## src/rtl/e1tx_pkg.sv

```systemverilog
// Operation
// - ts16_y_force sets bit 6 of TS16, signaling frame 0; else sent 0
// - all_ones_force replaces every transmitted bit with 1
// - Plain framing: Si bit 1 into FAS bit 1, bit 0 into NFAS
// - CRC generation with remote error indication ignores both Si bits
// - CRC, indication off, insertion on: Si bits into frames 13 and 15
// - CRC, indication off, insertion off: spare bits come from backplane
// - Extra bits go to TS16 bits 5, 7, 8 of signaling frame 0
// - Each enable bit gates its status flag onto irq_out_n
// - frame_flag set at timeslot 30 bit 7 of every frame
// - submf_flag set at timeslot 30 bit 7 of submultiframe frame 0
// - crc_mf_flag set at timeslot 30 bit 7 of multiframe frame 0
// - nfas_flag set at timeslot 30 bit 7 of every NFAS frame
// - sig_mf_flag set at timeslot 14 bit 1 of signaling frame 0
// - Reading the status register returns flags then clears them
// - Codeword select: 011 Sa4, 100 Sa5, 101 Sa6, 110 Sa7; low undefined
// - Registers held in reset while e1_mode_select is 0
// - Code 111 selects Sa8 with codeword bits in reverse order
// - intl_insert_disable takes TS0 international, national bits from pcm
// - Extra bits inserted only when extra_insert_disable is 0
package e1tx_pkg;
  localparam int PADDR_W = 12;
  localparam logic [9:0] IDX_CONFIG = 10'h080;
  localparam logic [9:0] IDX_ALARM = 10'h081;
  localparam logic [9:0] IDX_INTL = 10'h082;
  localparam logic [9:0] IDX_EXTRA = 10'h083;
  localparam logic [9:0] IDX_IRQ_EN = 10'h084;
  localparam logic [9:0] IDX_IRQ_STAT = 10'h085;
  localparam logic [9:0] IDX_SA_SEL = 10'h086;
  localparam logic [9:0] IDX_CODEWORD = 10'h087;
  localparam logic [7:0] RST_CONFIG = 8'h60;
  localparam logic [7:0] RST_ALARM = 8'h00;
  localparam logic [7:0] RST_INTL = 8'hC0;
  localparam logic [7:0] RST_EXTRA = 8'h0B;
  localparam logic [7:0] RST_IRQ_EN = 8'h00;
  localparam logic [7:0] RST_SA_SEL = 8'h60;
  localparam logic [7:0] RST_CODEWORD = 8'h0F;
  localparam logic [7:0] MASK_ALARM = 8'h07;
  localparam logic [7:0] MASK_INTL = 8'hC0;
  localparam logic [7:0] MASK_EXTRA = 8'h0B;
  localparam logic [7:0] MASK_IRQ = 8'h1F;
  localparam logic [7:0] MASK_SA_SEL = 8'hE0;
  localparam int CFG_SIG_EN = 6;
  localparam int CFG_CRC_GEN = 4;
  localparam int CFG_FRAMING_DIS = 3;
  localparam int CFG_REI_DIS = 2;
  localparam int CFG_INTL_DIS = 1;
  localparam int CFG_EXTRA_DIS = 0;
  localparam int ALM_Y_FORCE = 2;
  localparam int ALM_ALL_ONES = 0;
  localparam int INTL_SI1 = 7;
  localparam int INTL_SI0 = 6;
  localparam int EXTRA_X1 = 3;
  localparam int EXTRA_X3 = 1;
  localparam int EXTRA_X4 = 0;
  localparam int SEL_LSB = 5;
  localparam int FLAG_FRAME = 0;
  localparam int FLAG_SUBMF = 1;
  localparam int FLAG_CRC_MF = 2;
  localparam int FLAG_NFAS = 3;
  localparam int FLAG_SIG_MF = 4;
  localparam logic [4:0] TS_OVERHEAD = 5'h00;
  localparam logic [4:0] TS_SIG_FLAG = 5'h0E;
  localparam logic [4:0] TS_CAS = 5'h10;
  localparam logic [4:0] TS_FLAG = 5'h1E;
  localparam logic [2:0] BIT_FLAG = 3'h6;
  localparam logic [2:0] BIT_Y = 3'h5;
  localparam logic [2:0] BIT_X1 = 3'h4;
  localparam logic [2:0] BIT_X3 = 3'h6;
  localparam logic [2:0] BIT_X4 = 3'h7;
  localparam logic [2:0] BIT_SPOILER = 3'h1;
  localparam logic [2:0] BIT_REMOTE = 3'h2;
  localparam logic [2:0] SA_FIRST = 3'h3;
  localparam logic [2:0] SA_REVERSED = 3'h7;
  localparam logic [6:0] FAS_PATTERN = 7'h1B;
  localparam logic [5:0] MFAS_PATTERN = 6'h0B;
  localparam logic [2:0] MF_SPARE_A = 3'h6;
endpackage

```

## src/rtl/e1tx_sync.sv

```systemverilog
`timescale 1ns/1ns
module e1tx_sync #(
  parameter int WIDTH = 3
) (
  input wire logic pclk,
  input wire logic presetn,
  input wire logic [WIDTH-1:0] async_in,
  output logic [WIDTH-1:0] sync_out
);
  logic [WIDTH-1:0] stage1;

  // Stage one feeds only stage two
  always_ff @(posedge pclk or negedge presetn) begin
    if (!presetn) begin
      stage1 <= '0;
      sync_out <= '0;
    end else begin
      stage1 <= async_in;
      sync_out <= stage1;
    end
  end
endmodule

```

## src/rtl/e1tx_position.sv

```systemverilog
`timescale 1ns/1ns
module e1tx_position (
  input wire logic pclk,
  input wire logic presetn,
  input wire logic frame_start,
  output logic [2:0] bit_idx,
  output logic [4:0] timeslot,
  output logic [3:0] frame
);
  logic [11:0] count;
  logic [11:0] next_count;
  logic [11:0] here;

  // A start pulse marks bit 1 of TS0 in frame 0; 4096 bits wrap to it
  always_comb begin
    here = frame_start ? 12'h000 : count;
    next_count = here + 12'h001;
    {frame, timeslot, bit_idx} = here;
  end

  always_ff @(posedge pclk or negedge presetn) begin
    if (!presetn) begin
      count <= 12'h000;
    end else begin
      count <= next_count;
    end
  end
endmodule

```

## src/rtl/e1tx_top.sv

```systemverilog
// Implementation choice: the APB interface to the registers.
`timescale 1ns/1ns
module e1tx_top (
  input wire logic pclk,
  input wire logic presetn,
  input wire logic psel,
  input wire logic penable,
  input wire logic pwrite,
  input wire logic [e1tx_pkg::PADDR_W-1:0] paddr,
  input wire logic [31:0] pwdata,
  output logic [31:0] prdata,
  output logic pready,
  output logic pslverr,
  input wire logic e1_mode_select,
  input wire logic backplane_tx_pcm,
  input wire logic backplane_frame_sync,
  output logic line_tx_data,
  output logic irq_out_n
);
  logic [2:0] pin_sync;
  logic mode_on;
  logic pcm_in;
  logic frame_start;
  logic [2:0] b;
  logic [4:0] ts;
  logic [3:0] fr;

  logic [7:0] config_reg, alarm_reg, intl_bit_control, extra_bit_control;
  logic [7:0] tx_irq_enable, national_codeword_select, codeword;
  logic [7:0] codeword_live;
  logic [4:0] tx_irq_status;
  logic [7:0] next_config, next_alarm, next_intl, next_extra;
  logic [7:0] next_irq_en, next_sa_sel, next_codeword, next_cw_live;
  logic [4:0] next_status;
  logic [31:0] next_prdata;
  logic next_pready, next_pslverr, next_line, next_irq_n;
  logic [4:0] flag_set;
  logic [7:0] rd_byte;
  logic mapped, setup_phase, access, wr_en, stat_rd;

  logic [2:0] sa_sel;
  logic [1:0] cw_k;
  logic cw_value, cw_enable, sa_valid;
  logic fas, crc_gen, intl_dis, rei_dis;

  e1tx_sync #(.WIDTH(3)) u_sync (
    .pclk(pclk),
    .presetn(presetn),
    .async_in({e1_mode_select, backplane_tx_pcm, backplane_frame_sync}),
    .sync_out(pin_sync)
  );

  assign mode_on = pin_sync[2];
  assign pcm_in = pin_sync[1];
  assign frame_start = pin_sync[0];

  e1tx_position u_pos (
    .pclk(pclk),
    .presetn(presetn),
    .frame_start(frame_start),
    .bit_idx(b),
    .timeslot(ts),
    .frame(fr)
  );

  function automatic logic at_index(input logic [e1tx_pkg::PADDR_W-1:0] a,
                                    input logic [9:0] idx);
    at_index = (a == {idx, 2'b00});
  endfunction

  assign setup_phase = psel && !penable;
  assign access = psel && penable && pready;
  assign sa_sel = national_codeword_select[e1tx_pkg::SEL_LSB +: 3];
  assign fas = !fr[0];
  assign crc_gen = config_reg[e1tx_pkg::CFG_CRC_GEN];
  assign intl_dis = config_reg[e1tx_pkg::CFG_INTL_DIS];
  assign rei_dis = config_reg[e1tx_pkg::CFG_REI_DIS];

  // Read decode; status captured at setup, so clear uses what was shown
  always_comb begin
    mapped = 1'b1;
    rd_byte = 8'h00;
    if (at_index(paddr, e1tx_pkg::IDX_CONFIG)) begin
      rd_byte = config_reg;
    end else if (at_index(paddr, e1tx_pkg::IDX_ALARM)) begin
      rd_byte = alarm_reg;
    end else if (at_index(paddr, e1tx_pkg::IDX_INTL)) begin
      rd_byte = intl_bit_control;
    end else if (at_index(paddr, e1tx_pkg::IDX_EXTRA)) begin
      rd_byte = extra_bit_control;
    end else if (at_index(paddr, e1tx_pkg::IDX_IRQ_EN)) begin
      rd_byte = tx_irq_enable;
    end else if (at_index(paddr, e1tx_pkg::IDX_IRQ_STAT)) begin
      rd_byte = {3'h0, tx_irq_status};
    end else if (at_index(paddr, e1tx_pkg::IDX_SA_SEL)) begin
      rd_byte = national_codeword_select;
    end else if (at_index(paddr, e1tx_pkg::IDX_CODEWORD)) begin
      rd_byte = codeword;
    end else begin
      mapped = 1'b0;
    end
  end

  // Codeword slot within a submultiframe and its bit for the chosen Sa
  always_comb begin
    cw_k = fr[2:1];
    sa_valid = (sa_sel >= e1tx_pkg::SA_FIRST);
    cw_enable = codeword_live[3'h7 - {1'b0, cw_k}];
    if (sa_sel == e1tx_pkg::SA_REVERSED) begin
      cw_value = codeword_live[{1'b0, cw_k}];
    end else begin
      cw_value = codeword_live[3'h3 - {1'b0, cw_k}];
    end
  end

  // Transmit stream overhead insertion
  always_comb begin
    next_line = pcm_in;
    if (alarm_reg[e1tx_pkg::ALM_ALL_ONES]) begin
      next_line = 1'b1;
    end else if (!config_reg[e1tx_pkg::CFG_FRAMING_DIS]) begin
      if (ts == e1tx_pkg::TS_OVERHEAD && fas) begin
        if (b == 3'h0) begin
          // FAS international bit; CRC bits pass through
          if (!crc_gen && !intl_dis) begin
            next_line = intl_bit_control[e1tx_pkg::INTL_SI1];
          end
        end else begin
          next_line = e1tx_pkg::FAS_PATTERN[3'h7 - b];
        end
      end else if (ts == e1tx_pkg::TS_OVERHEAD) begin
        if (b == 3'h0) begin
          if (!crc_gen) begin
            if (!intl_dis) begin
              next_line = intl_bit_control[e1tx_pkg::INTL_SI0];
            end
          end else if (fr[3:1] < e1tx_pkg::MF_SPARE_A) begin
            next_line = e1tx_pkg::MFAS_PATTERN[3'h5 - fr[3:1]];
          end else if (!rei_dis) begin
            // Si ignored, no far-end errors reported
            next_line = 1'b1;
          end else if (!intl_dis) begin
            // spare bits of frames 13 and 15
            next_line = (fr[3:1] == e1tx_pkg::MF_SPARE_A) ?
                        intl_bit_control[e1tx_pkg::INTL_SI1] :
                        intl_bit_control[e1tx_pkg::INTL_SI0];
          end
          // both disables keep the backplane bit
        end else if (b == e1tx_pkg::BIT_SPOILER) begin
          next_line = 1'b1;
        end else if (b == e1tx_pkg::BIT_REMOTE) begin
          next_line = 1'b0;
        end else if (!intl_dis && sa_valid && b == sa_sel && cw_enable) begin
          // selected national bit carries the codeword
          next_line = cw_value;
        end
        // with insertion off the national bits stay from pcm
      end else if (ts == e1tx_pkg::TS_CAS && fr == 4'h0 &&
                   config_reg[e1tx_pkg::CFG_SIG_EN]) begin
        if (b == e1tx_pkg::BIT_Y) begin
          next_line = alarm_reg[e1tx_pkg::ALM_Y_FORCE];
        end else if (!config_reg[e1tx_pkg::CFG_EXTRA_DIS]) begin
          // extra bits into TS16 only when enabled
          if (b == e1tx_pkg::BIT_X1) begin
            next_line = extra_bit_control[e1tx_pkg::EXTRA_X1];
          end else if (b == e1tx_pkg::BIT_X3) begin
            next_line = extra_bit_control[e1tx_pkg::EXTRA_X3];
          end else if (b == e1tx_pkg::BIT_X4) begin
            next_line = extra_bit_control[e1tx_pkg::EXTRA_X4];
          end
        end
      end
    end
  end

  // Boundary events
  always_comb begin
    flag_set = 5'h00;
    if (ts == e1tx_pkg::TS_FLAG && b == e1tx_pkg::BIT_FLAG) begin
      flag_set[e1tx_pkg::FLAG_FRAME] = 1'b1;
      flag_set[e1tx_pkg::FLAG_SUBMF] = (fr[2:0] == 3'h0);
      flag_set[e1tx_pkg::FLAG_CRC_MF] = (fr == 4'h0);
      flag_set[e1tx_pkg::FLAG_NFAS] = fr[0];
    end
    if (ts == e1tx_pkg::TS_SIG_FLAG && b == 3'h0 && fr == 4'h0) begin
      flag_set[e1tx_pkg::FLAG_SIG_MF] = 1'b1;
    end
  end

  // Register file and bus answer
  always_comb begin
    wr_en = access && pwrite && mapped;
    stat_rd = access && !pwrite && at_index(paddr, e1tx_pkg::IDX_IRQ_STAT);
    next_config = config_reg;
    next_alarm = alarm_reg;
    next_intl = intl_bit_control;
    next_extra = extra_bit_control;
    next_irq_en = tx_irq_enable;
    next_sa_sel = national_codeword_select;
    next_codeword = codeword;
    next_cw_live = codeword_live;
    if (wr_en && at_index(paddr, e1tx_pkg::IDX_CONFIG)) begin
      next_config = pwdata[7:0];
    end
    if (wr_en && at_index(paddr, e1tx_pkg::IDX_ALARM)) begin
      next_alarm = pwdata[7:0] & e1tx_pkg::MASK_ALARM;
    end
    if (wr_en && at_index(paddr, e1tx_pkg::IDX_INTL)) begin
      next_intl = pwdata[7:0] & e1tx_pkg::MASK_INTL;
    end
    if (wr_en && at_index(paddr, e1tx_pkg::IDX_EXTRA)) begin
      next_extra = pwdata[7:0] & e1tx_pkg::MASK_EXTRA;
    end
    if (wr_en && at_index(paddr, e1tx_pkg::IDX_IRQ_EN)) begin
      next_irq_en = pwdata[7:0] & e1tx_pkg::MASK_IRQ;
    end
    if (wr_en && at_index(paddr, e1tx_pkg::IDX_SA_SEL)) begin
      next_sa_sel = pwdata[7:0] & e1tx_pkg::MASK_SA_SEL;
    end
    if (wr_en && at_index(paddr, e1tx_pkg::IDX_CODEWORD)) begin
      next_codeword = pwdata[7:0];
    end
    // Codeword reloads only at submultiframe start to avoid a torn word
    if (ts == e1tx_pkg::TS_OVERHEAD && b == 3'h0 && fr[2:0] == 3'h0) begin
      next_cw_live = codeword;
    end
    // read clears shown bits; a new event wins over the clear
    next_status = tx_irq_status | flag_set;
    if (stat_rd) begin
      next_status = (tx_irq_status & ~prdata[4:0]) | flag_set;
    end
    // held in reset outside E1 mode
    if (!mode_on) begin
      next_config = e1tx_pkg::RST_CONFIG;
      next_alarm = e1tx_pkg::RST_ALARM;
      next_intl = e1tx_pkg::RST_INTL;
      next_extra = e1tx_pkg::RST_EXTRA;
      next_irq_en = e1tx_pkg::RST_IRQ_EN;
      next_sa_sel = e1tx_pkg::RST_SA_SEL;
      next_codeword = e1tx_pkg::RST_CODEWORD;
      next_cw_live = e1tx_pkg::RST_CODEWORD;
      next_status = 5'h00;
    end
    next_irq_n = ~|(next_status & next_irq_en[4:0]);
    next_pready = setup_phase;
    next_pslverr = setup_phase && !mapped;
    next_prdata = setup_phase ? {24'h00_0000, rd_byte} : prdata;
  end

  always_ff @(posedge pclk or negedge presetn) begin
    if (!presetn) begin
      config_reg <= e1tx_pkg::RST_CONFIG;
      alarm_reg <= e1tx_pkg::RST_ALARM;
      intl_bit_control <= e1tx_pkg::RST_INTL;
      extra_bit_control <= e1tx_pkg::RST_EXTRA;
      tx_irq_enable <= e1tx_pkg::RST_IRQ_EN;
      national_codeword_select <= e1tx_pkg::RST_SA_SEL;
      codeword <= e1tx_pkg::RST_CODEWORD;
      codeword_live <= e1tx_pkg::RST_CODEWORD;
      tx_irq_status <= 5'h00;
      prdata <= 32'h0000_0000;
      pready <= 1'b0;
      pslverr <= 1'b0;
      line_tx_data <= 1'b1;
      irq_out_n <= 1'b1;
    end else begin
      config_reg <= next_config;
      alarm_reg <= next_alarm;
      intl_bit_control <= next_intl;
      extra_bit_control <= next_extra;
      tx_irq_enable <= next_irq_en;
      national_codeword_select <= next_sa_sel;
      codeword <= next_codeword;
      codeword_live <= next_cw_live;
      tx_irq_status <= next_status;
      prdata <= next_prdata;
      pready <= next_pready;
      pslverr <= next_pslverr;
      line_tx_data <= next_line;
      irq_out_n <= next_irq_n;
    end
  end

  a_all_ones_out: assert property (@(posedge pclk)
    disable iff (!presetn)
    alarm_reg[e1tx_pkg::ALM_ALL_ONES] |=> line_tx_data)
    else $error("all ones alarm not on line");

  a_y_bit_value: assert property (@(posedge pclk)
    disable iff (!presetn)
    (!alarm_reg[0] && !config_reg[3] && config_reg[6] && ts == 5'h10 &&
     fr == 4'h0 && b == 3'h5)
    |=> line_tx_data == $past(alarm_reg[2]))
    else $error("Y bit does not follow its control");

  a_fas_intl_bit: assert property (@(posedge pclk)
    disable iff (!presetn)
    (config_reg[4:0] == 5'h00 && alarm_reg[0] == 1'b0 && ts == 5'h00 &&
     !fr[0] && b == 3'h0) |=> line_tx_data == $past(intl_bit_control[7]))
    else $error("FAS international bit wrong");

  a_frame_flag_set: assert property (@(posedge pclk)
    disable iff (!presetn)
    (mode_on && ts == 5'h1E && b == 3'h6) |=> tx_irq_status[0])
    else $error("frame flag not set at timeslot 30");

  a_sig_mf_flag: assert property (@(posedge pclk)
    disable iff (!presetn)
    (mode_on && ts == 5'h0E && b == 3'h0 && fr == 4'h0)
    |=> tx_irq_status[4])
    else $error("signaling multiframe flag missing");

  a_status_read_clear: assert property (@(posedge pclk)
    disable iff (!presetn)
    (stat_rd && flag_set == 5'h00)
    |=> (tx_irq_status & $past(prdata[4:0])) == 5'h00)
    else $error("status read did not clear");

  a_irq_pin_level: assert property (@(posedge pclk)
    disable iff (!presetn)
    irq_out_n == !(|(tx_irq_status & tx_irq_enable[4:0])))
    else $error("interrupt pin disagrees with flags");

  a_mode_hold_reset: assert property (@(posedge pclk)
    disable iff (!presetn)
    !mode_on |=> (tx_irq_enable == 8'h00 && tx_irq_status == 5'h00 &&
                  intl_bit_control == 8'hC0))
    else $error("registers not held outside E1 mode");

  a_rei_spare_bit: assert property (@(posedge pclk)
    disable iff (!presetn)
    (config_reg[4:2] == 3'b100 && alarm_reg[0] == 1'b0 && ts == 5'h00 &&
     fr == 4'hD && b == 3'h0) |=> line_tx_data)
    else $error("Si used while error indication on");

  a_apb_one_wait: assert property (@(posedge pclk) disable iff (!presetn)
    (psel && !penable) |=> pready ##1 !pready)
    else $error("bus answer timing wrong");
endmodule

```

## config.mk

```make
export PLATFORM = sky130hd
export DESIGN_NAME = e1tx_top
export DESIGN_NICKNAME = d
export VERILOG_FILES = /design/src/rtl/e1tx_pkg.sv /design/src/rtl/e1tx_sync.sv /design/src/rtl/e1tx_position.sv /design/src/rtl/e1tx_top.sv
export SDC_FILE = /design/constraint.sdc
export NUM_CORES = 1
export LEC_CHECK = 0
export ABC_AREA = 1
export BUFFER_PORTS_ARGS = -buffer_cell sky130_fd_sc_hd__clkbuf_2
export CAP_MARGIN = 20
export CELL_PAD_IN_SITES_DETAIL_PLACEMENT = 2
export CELL_PAD_IN_SITES_GLOBAL_PLACEMENT = 2
export CORE_MARGIN = 2
export CORE_UTILIZATION = 35
export CTS_BUF_LIST = sky130_fd_sc_hd__clkbuf_8
export CTS_CLUSTER_DIAMETER = 50
export DETAILED_ROUTE_END_ITERATION = 10
export PLACE_DENSITY_LB_ADDON = 0.1
export SLEW_MARGIN = 20
export SYNTH_ARGS = -nofsm -noshare
export SYNTH_HDL_FRONTEND = slang
export SYNTH_SLANG_ARGS = --single-unit
```

## constraint.sdc

```tcl
create_clock -name pclk -period 3.8 [get_ports pclk]
set_input_delay 0 -clock pclk [delete_from_list [all_inputs] [get_ports pclk]]
set_output_delay 0 -clock pclk [all_outputs]
set_load 0.01 [all_outputs]
```

Yosys cells after proc, flatten, opt, wreduce, memory -nomap -nowiden
Memory sizes are Yosys's and may differ from the RTL's.
Cells that the tools add are included.
{"block": "totals", "register_bits": 99, "mem_bits_ro": 16, "output_inout_bits": 36, "wordCells": 172, "memories": 2}
{"name": "(name not given)", "depth": 8, "word_bits": 1, "read_ports": 1, "rd_clocked_by_memory_dff": 0, "wr": 0, "line_no": "e1tx_top.sv:138", "text": "next_line = e1tx_pkg::MFAS_PATTERN[3'h5 - fr[3:1]];"}
{"name": "(name not given)", "depth": 8, "word_bits": 1, "read_ports": 1, "rd_clocked_by_memory_dff": 0, "wr": 0, "line_no": "e1tx_top.sv:129", "text": "next_line = e1tx_pkg::FAS_PATTERN[3'h7 - b];"}
{"block": "classes", "n_addsub": 5, "magnitude_cmp": 7, "n_eq_ne": 28, "muxes": 68, "bitwise_logic": 5, "n_reduce_logical": 39}
{"op": "two-way mux 8 bit", "n": 24}
{"op": "equality test 12 x 10 -> 1 bit (second input constant)", "n": 8}
{"op": "two-way mux 1 bit", "n": 37}
{"op": "logical AND 1 bit", "n": 27}
{"op": "equality test 3 bit (second input constant)", "n": 6}
{"op": "less-than comparator 3 x 4 -> 1 bit (second input constant)", "n": 4}
{"op": "inequality test 2 bit (second input constant)", "n": 8}
{"op": "adder 12 x 1 -> 12 bit (second input constant)", "n": 1}
{"op": "two-way mux 12 bit", "n": 1}
{"op": "AND 5 bit", "n": 2}
{"op": "equality test 5 bit (second input constant)", "n": 2}
{"op": "two-way mux 5 bit", "n": 2}
{"op": "OR 5 bit", "n": 2}
{"op": "zero test 1 bit", "n": 7}
{"op": "binary-select mux 1 bit (select 3 bit)", "n": 2}
{"op": "zero test 3 bit", "n": 2}
{"op": "subtractor 3 bit (first input constant)", "n": 2}
{"op": "equality test 5 x 4 -> 1 bit (second input constant)", "n": 1}
{"op": "zero test 5 bit", "n": 1}
{"op": "inverter 5 bit", "n": 1}
{"op": "OR reduction 5 bit", "n": 1}
{"op": "zero test 4 bit", "n": 1}
{"op": "less-than comparator 2 x 4 -> 1 bit (second input constant)", "n": 1}
{"op": "two-way mux 4 bit", "n": 1}
{"op": "8 further kinds", "n": 8}

Logic depth before layout (Yosys ltp)
{"block": "logic_depth", "word_depth": 16, "ltp_mapped": 17, "mapped_depth_nobuf": 17}

Cells and area by module
A second synthesis with hierarchy kept.
{"block": "unflattened", "cells_unflattened": 596, "area_unflattened_um2": 4514.3}
{"module": "e1tx_top", "instances": 1, "cells_each": 503, "area_per_inst_um2": 3667.3, "seq_area_each_um2": 1450.1}
{"module": "e1tx_position", "instances": 1, "cells_each": 87, "area_per_inst_um2": 696.9, "seq_area_each_um2": 300.3}
{"module": "e1tx_sync", "instances": 1, "cells_each": 6, "area_per_inst_um2": 150.1, "seq_area_each_um2": 150.1}

Worst setup path before layout
No wires, ideal clock.
{"block": "synth_path", "path_kind": "reg2reg", "start": "register u_sync.sync_out[0]", "end": "register line_tx_data", "arrival_ps": 1924, "path_slack_ps": 1816, "path_stages_with_launch": 16, "path_cell_list": "dfrtp_1 > inv_2 > buf_6 > nand2_2 > inv_1 > ha_1 > ha_1 > o21ai_0 > nor2_1 > nor2_1 > nand2_1 > a31oi_1 > o21ai_1 > a21oi_1 > nand2_1 > nand2_1"}
{"block": "synth_via", "elab_chain_len": 13, "elab_cells_between_ends": 55}
{"item": "start, declared", "line_no": "e1tx_sync.sv:8", "text": "output logic [WIDTH-1:0] sync_out"}
{"item": "start signal, assigned", "line_no": "e1tx_sync.sv:19", "text": "sync_out <= stage1;"}
{"item": "two-way mux 12 bit *", "line_no": "e1tx_position.sv:16", "text": "here = frame_start ? 12'h000 : count;"}
{"item": "subtractor 3 x 2 -> 3 bit / subtractor 2 x 2 -> 3 bit (equally long branches)", "line_no": "e1tx_top.sv:108, e1tx_top.sv:112"}
{"item": "binary-select mux 1 bit (select 3 bit) (on tied branches)", "line_no": "e1tx_top.sv:108, e1tx_top.sv:112"}
{"item": "two-way mux 1 bit (on tied branches)", "line_no": "e1tx_top.sv:108, e1tx_top.sv:112"}
{"item": "logical AND 1 bit / two-way mux 1 bit (equally long branches)", "line_no": "e1tx_top.sv:153, e1tx_top.sv:109"}
{"item": "two-way mux 1 bit", "line_no": "e1tx_top.sv:153", "text": "end else if (!intl_dis && sa_valid && b == sa_sel && cw_enable) begin"}
{"item": "two-way mux 1 bit", "line_no": "e1tx_top.sv:151", "text": "end else if (b == e1tx_pkg::BIT_REMOTE) begin"}
{"item": "two-way mux 1 bit", "line_no": "e1tx_top.sv:149", "text": "end else if (b == e1tx_pkg::BIT_SPOILER) begin"}
{"item": "two-way mux 1 bit", "line_no": "e1tx_top.sv:132", "text": "if (b == 3'h0) begin"}
{"item": "two-way mux 1 bit", "line_no": "e1tx_top.sv:131", "text": "end else if (ts == e1tx_pkg::TS_OVERHEAD) begin"}
{"item": "two-way mux 1 bit *", "line_no": "e1tx_top.sv:122", "text": "if (ts == e1tx_pkg::TS_OVERHEAD && fas) begin"}
{"item": "two-way mux 1 bit *", "line_no": "e1tx_top.sv:121", "text": "end else if (!config_reg[e1tx_pkg::CFG_FRAMING_DIS]) begin"}
{"item": "two-way mux 1 bit *", "line_no": "e1tx_top.sv:119", "text": "if (alarm_reg[e1tx_pkg::ALM_ALL_ONES]) begin"}
{"item": "via next_line", "line_no": "e1tx_top.sv:36", "text": "logic next_pready, next_pslverr, next_line, next_irq_n;"}
{"item": "end signal, assigned", "line_no": "e1tx_top.sv:279", "text": "line_tx_data <= next_line;"}
{"item": "end, declared", "line_no": "e1tx_top.sv:17", "text": "output logic line_tx_data,"}
Mark *: on every way through the listed nets, which the timed path passes. The rest lies on a longest branch. The select of a mux whose other input is x is not followed.
A chain may end at the register's enable or synchronous reset.

Worst setup path in the final report
Ends and elaborated chain as after synthesis.

==> results_dict.tcl <==
set metrics [dict create \
    routed_wl_um 15100 \
    final_cells 806 \
    regMostFlops "u_pos.count" \
    grt_pass1_vias 4525 \
    required_ps 4110 \
    async_reset_ff_frac 1.00 \
    drt-initial-drc-count 171 \
    dp_hpwl_um 11700 \
    final_area_um2 5030 \
    fin_nets 692 \
    grt_first_pass_wirelength_um 24100 \
    synth_seq_cells 75 \
    clk_path_buf_depth 2 \
    area_growth_pct 14.4 \
    die_area_um2 13500 \
    cp_max_fo 13 \
    crit_type "reg2reg" \
    avgSynthCellArea_um2 7.62 \
    drive_gt1_frac 0.177 \
    fmax_mhz 388 \
    worst_slew_pin_slew_ps 1000 \
    path_clk_slew_ps 80 \
    cts_setup_buffers 0 \
    vias 4050 \
    drv_cap 0 \
    final_antenna_net_count 0 \
    crit_family "simple AND/OR/NAND/NOR gates" \
    hold_class "in2reg" \
    power_density_nw_per_um2 359 \
    ys.warnings.count 0 \
    h-tree-depth 3 \
    syn_inst 577 \
    tns_ps 0 \
    cts_buffers 9 \
    status "completed" \
    synth_cell_type_count 42 \
    synth_top_area_share 0.319 \
    coreArea_um2 12200 \
    timing.hold.ws_ps 130 \
    dieWidth_um 116 \
    tritoncts "done" \
    slowest_stage "dfrtp_1" \
    place.gp.congestion 0.856 \
    largest_register_ffs 12 \
    cts_resized 0 \
    grt-ovfl-total 0 \
    critPathMaxStageDelay_ps 480 \
    vias_per_cell 5.02 \
    row_count 40 \
    period_share 0.678 \
    relSlewSlack 0.331 \
    post-route-util 0.414 \
    rsz0062_at_grt "false" \
    io_buffers 39 \
    hold_violations 0 \
    grt_start_max_net_pins 76 \
    placed_area_um2 4680 \
    ioPinCount 88 \
    place_inst 776 \
    ys_seq_area_frac 0.432 \
    synth_area_leaders "dfrtp_1 (32%), dfstp_2 (11%), nand2_1 (11%), inv_1 (6.2%), nand3_1 (5.8%)" \
    synth_top_cell_by_area "dfrtp_1" \
    crit_buf_inv 3 \
    clkSinkCount 75 \
    final-max-slew-violation-count 0 \
    ctsHoldBuffers 14 \
    endpoint_kind "flip-flop" \
    dr.pass1.iters 4 \
    cp-start-kind "flip-flop" \
    synth-edff-count 0 \
    ir_worst_vdd_mv 0.168 \
    ctsRootBufferMaster "clkbuf_8" \
    clk_latency_ps 380 \
    ys.flop_type "dfrtp_1" \
    leakage_nw 2.55 \
    die_h_um 116 \
    antenna_found_initial 0 \
    wl_per_cell_um 18.7 \
    min_period_ps 2580 \
    cp_data_arrival_time_ps 2890 \
    grt_usage 0.240 \
    skew_ps 14.5 \
    start_util 0.362 \
    drc 0 \
    crit_path_cell_trace "inv_2 > nand2_2 > inv_1 > ha_1 > inv_1 > nor2_1 > nor2_1 > nor2_1 > nand2_1 > a31oi_1 > o21ai_1 > a21oi_1 > nand2_1 > nand2_1" \
    setup_violations 0 \
    insertedDiodeCount 0 \
    netlist_area_um2 4400 \
]
-- cell families (layout without fill, tap and decap cells) --
kind of cell | after synthesis | count (layout) | share of synthesized area
compound gates | 92 | 92 | 0.113
xor+xnor | 8 | 8 | 0.0159
flops | 75 | 75 | 0.432
simple gates | 281 | 281 | 0.297
fa+ha+maj | 7 | 7 | 0.0199
buf+inv | 113 | 151 | 0.121
other cells | 1 | 24 | 0.000852
-- cell type report --
cell class / count / area, µm²
Clock buffer: 9 / 124
Tap cell: 168 / 210
Fill cell: 1437 / 7130
Sequential cell: 75 / 1900
Multi-Input combinational cell: 412 / 2050
Timing Repair Buffer: 54 / 345
Clock inverter: 7 / 92.6
Inverter: 81 / 307
-- worst reg2reg max path: stages, from the launching register on --
cell     delay, ps
dfrtp_1        480
inv_2          300
nand2_2        200
inv_1          150
ha_1           180
inv_1           50
nor2_1         290
nor2_1         100
nor2_1         120
nand2_1         80
a31oi_1        220
o21ai_1         90
a21oi_1        140
nand2_1         70
nand2_1         60
-- placed cells by master, fill, tap and decap left out, types with 6 or more instances in the layout --
cell	Yosys	final
nand2_1	131	131
inv_1	73	73
dfrtp_1	56	56
nand3_1	51	51
nor2_1	46	46
o21ai_0	46	46
clkbuf_2	0	38
conb_1	1	24
dfstp_2	19	19
a21oi_1	17	17
o21ai_1	15	15
nor3_1	14	14
dlygate4sd3_1	0	14
nand2_2	10	10
clkbuf_8	0	9
xor2_1	8	8
ha_1	7	7
inv_2	6	6
-- synth_stat cells, types with 2 or more instances --
| library cell | instances |
|---|---|
| dfstp_2 | 19 |
| o21ai_0 | 46 |
| nand2_1 | 131 |
| nor3_1 | 14 |
| nand4_1 | 5 |
| nor2_2 | 5 |
| inv_2 | 6 |
| nor3_2 | 2 |
| nand2_4 | 3 |
| o211ai_1 | 3 |
| a31oi_1 | 2 |
| nor2_1 | 46 |
| clkbuf_1 | 4 |
| o31ai_1 | 4 |
| xor2_1 | 8 |
| nand2_2 | 10 |
| nand3_2 | 3 |
| or2_2 | 2 |
| ha_1 | 7 |
| buf_4 | 26 |
| dfrtp_1 | 56 |
| nand3_1 | 51 |
| o21ai_1 | 15 |
| nor2_4 | 3 |
| inv_1 | 73 |
| a21oi_1 | 17 |
-- final timing paths --
kind	from	cells past startpoint	slack, ps	to
max in group asynchronous	presetn	2	2800	tx_irq_status[3]
worst min register to register	u_sync.stage1[2]	0	350	u_sync.sync_out[2]
worst min-delay path	psel	5	130	prdata[7]
min in group asynchronous	presetn	2	330	codeword_live[7]
worst max register to register	u_sync.sync_out[0]	14	1220	line_tx_data
worst max-delay path	u_sync.sync_out[0]	14	1220	line_tx_data
-- layer usage --
metal	track usage	wire [µm]
met2	0.439	7910
met5	0	0
met1	0.292	6480
met4	0.0897	342
met3	0.0259	319
-- per-stage QoR --
stage                     worst slack, ps  total power [mW]
after floorplan                      1820              1.04
after global placement               1430              1.11
after detailed placement             1250              1.12
after CTS                            1210              1.83
after global routing                 1040              1.90
final                                1220              1.81
-- report_power, final --
group | internal, mW | switching (mW) | total [mW]
logic | 0.0701 | 0.167 | 0.238
clock network | 0.367 | 0.325 | 0.692
registers | 0.851 | 0.0270 | 0.878
Power figures use the tool's default switching activity.
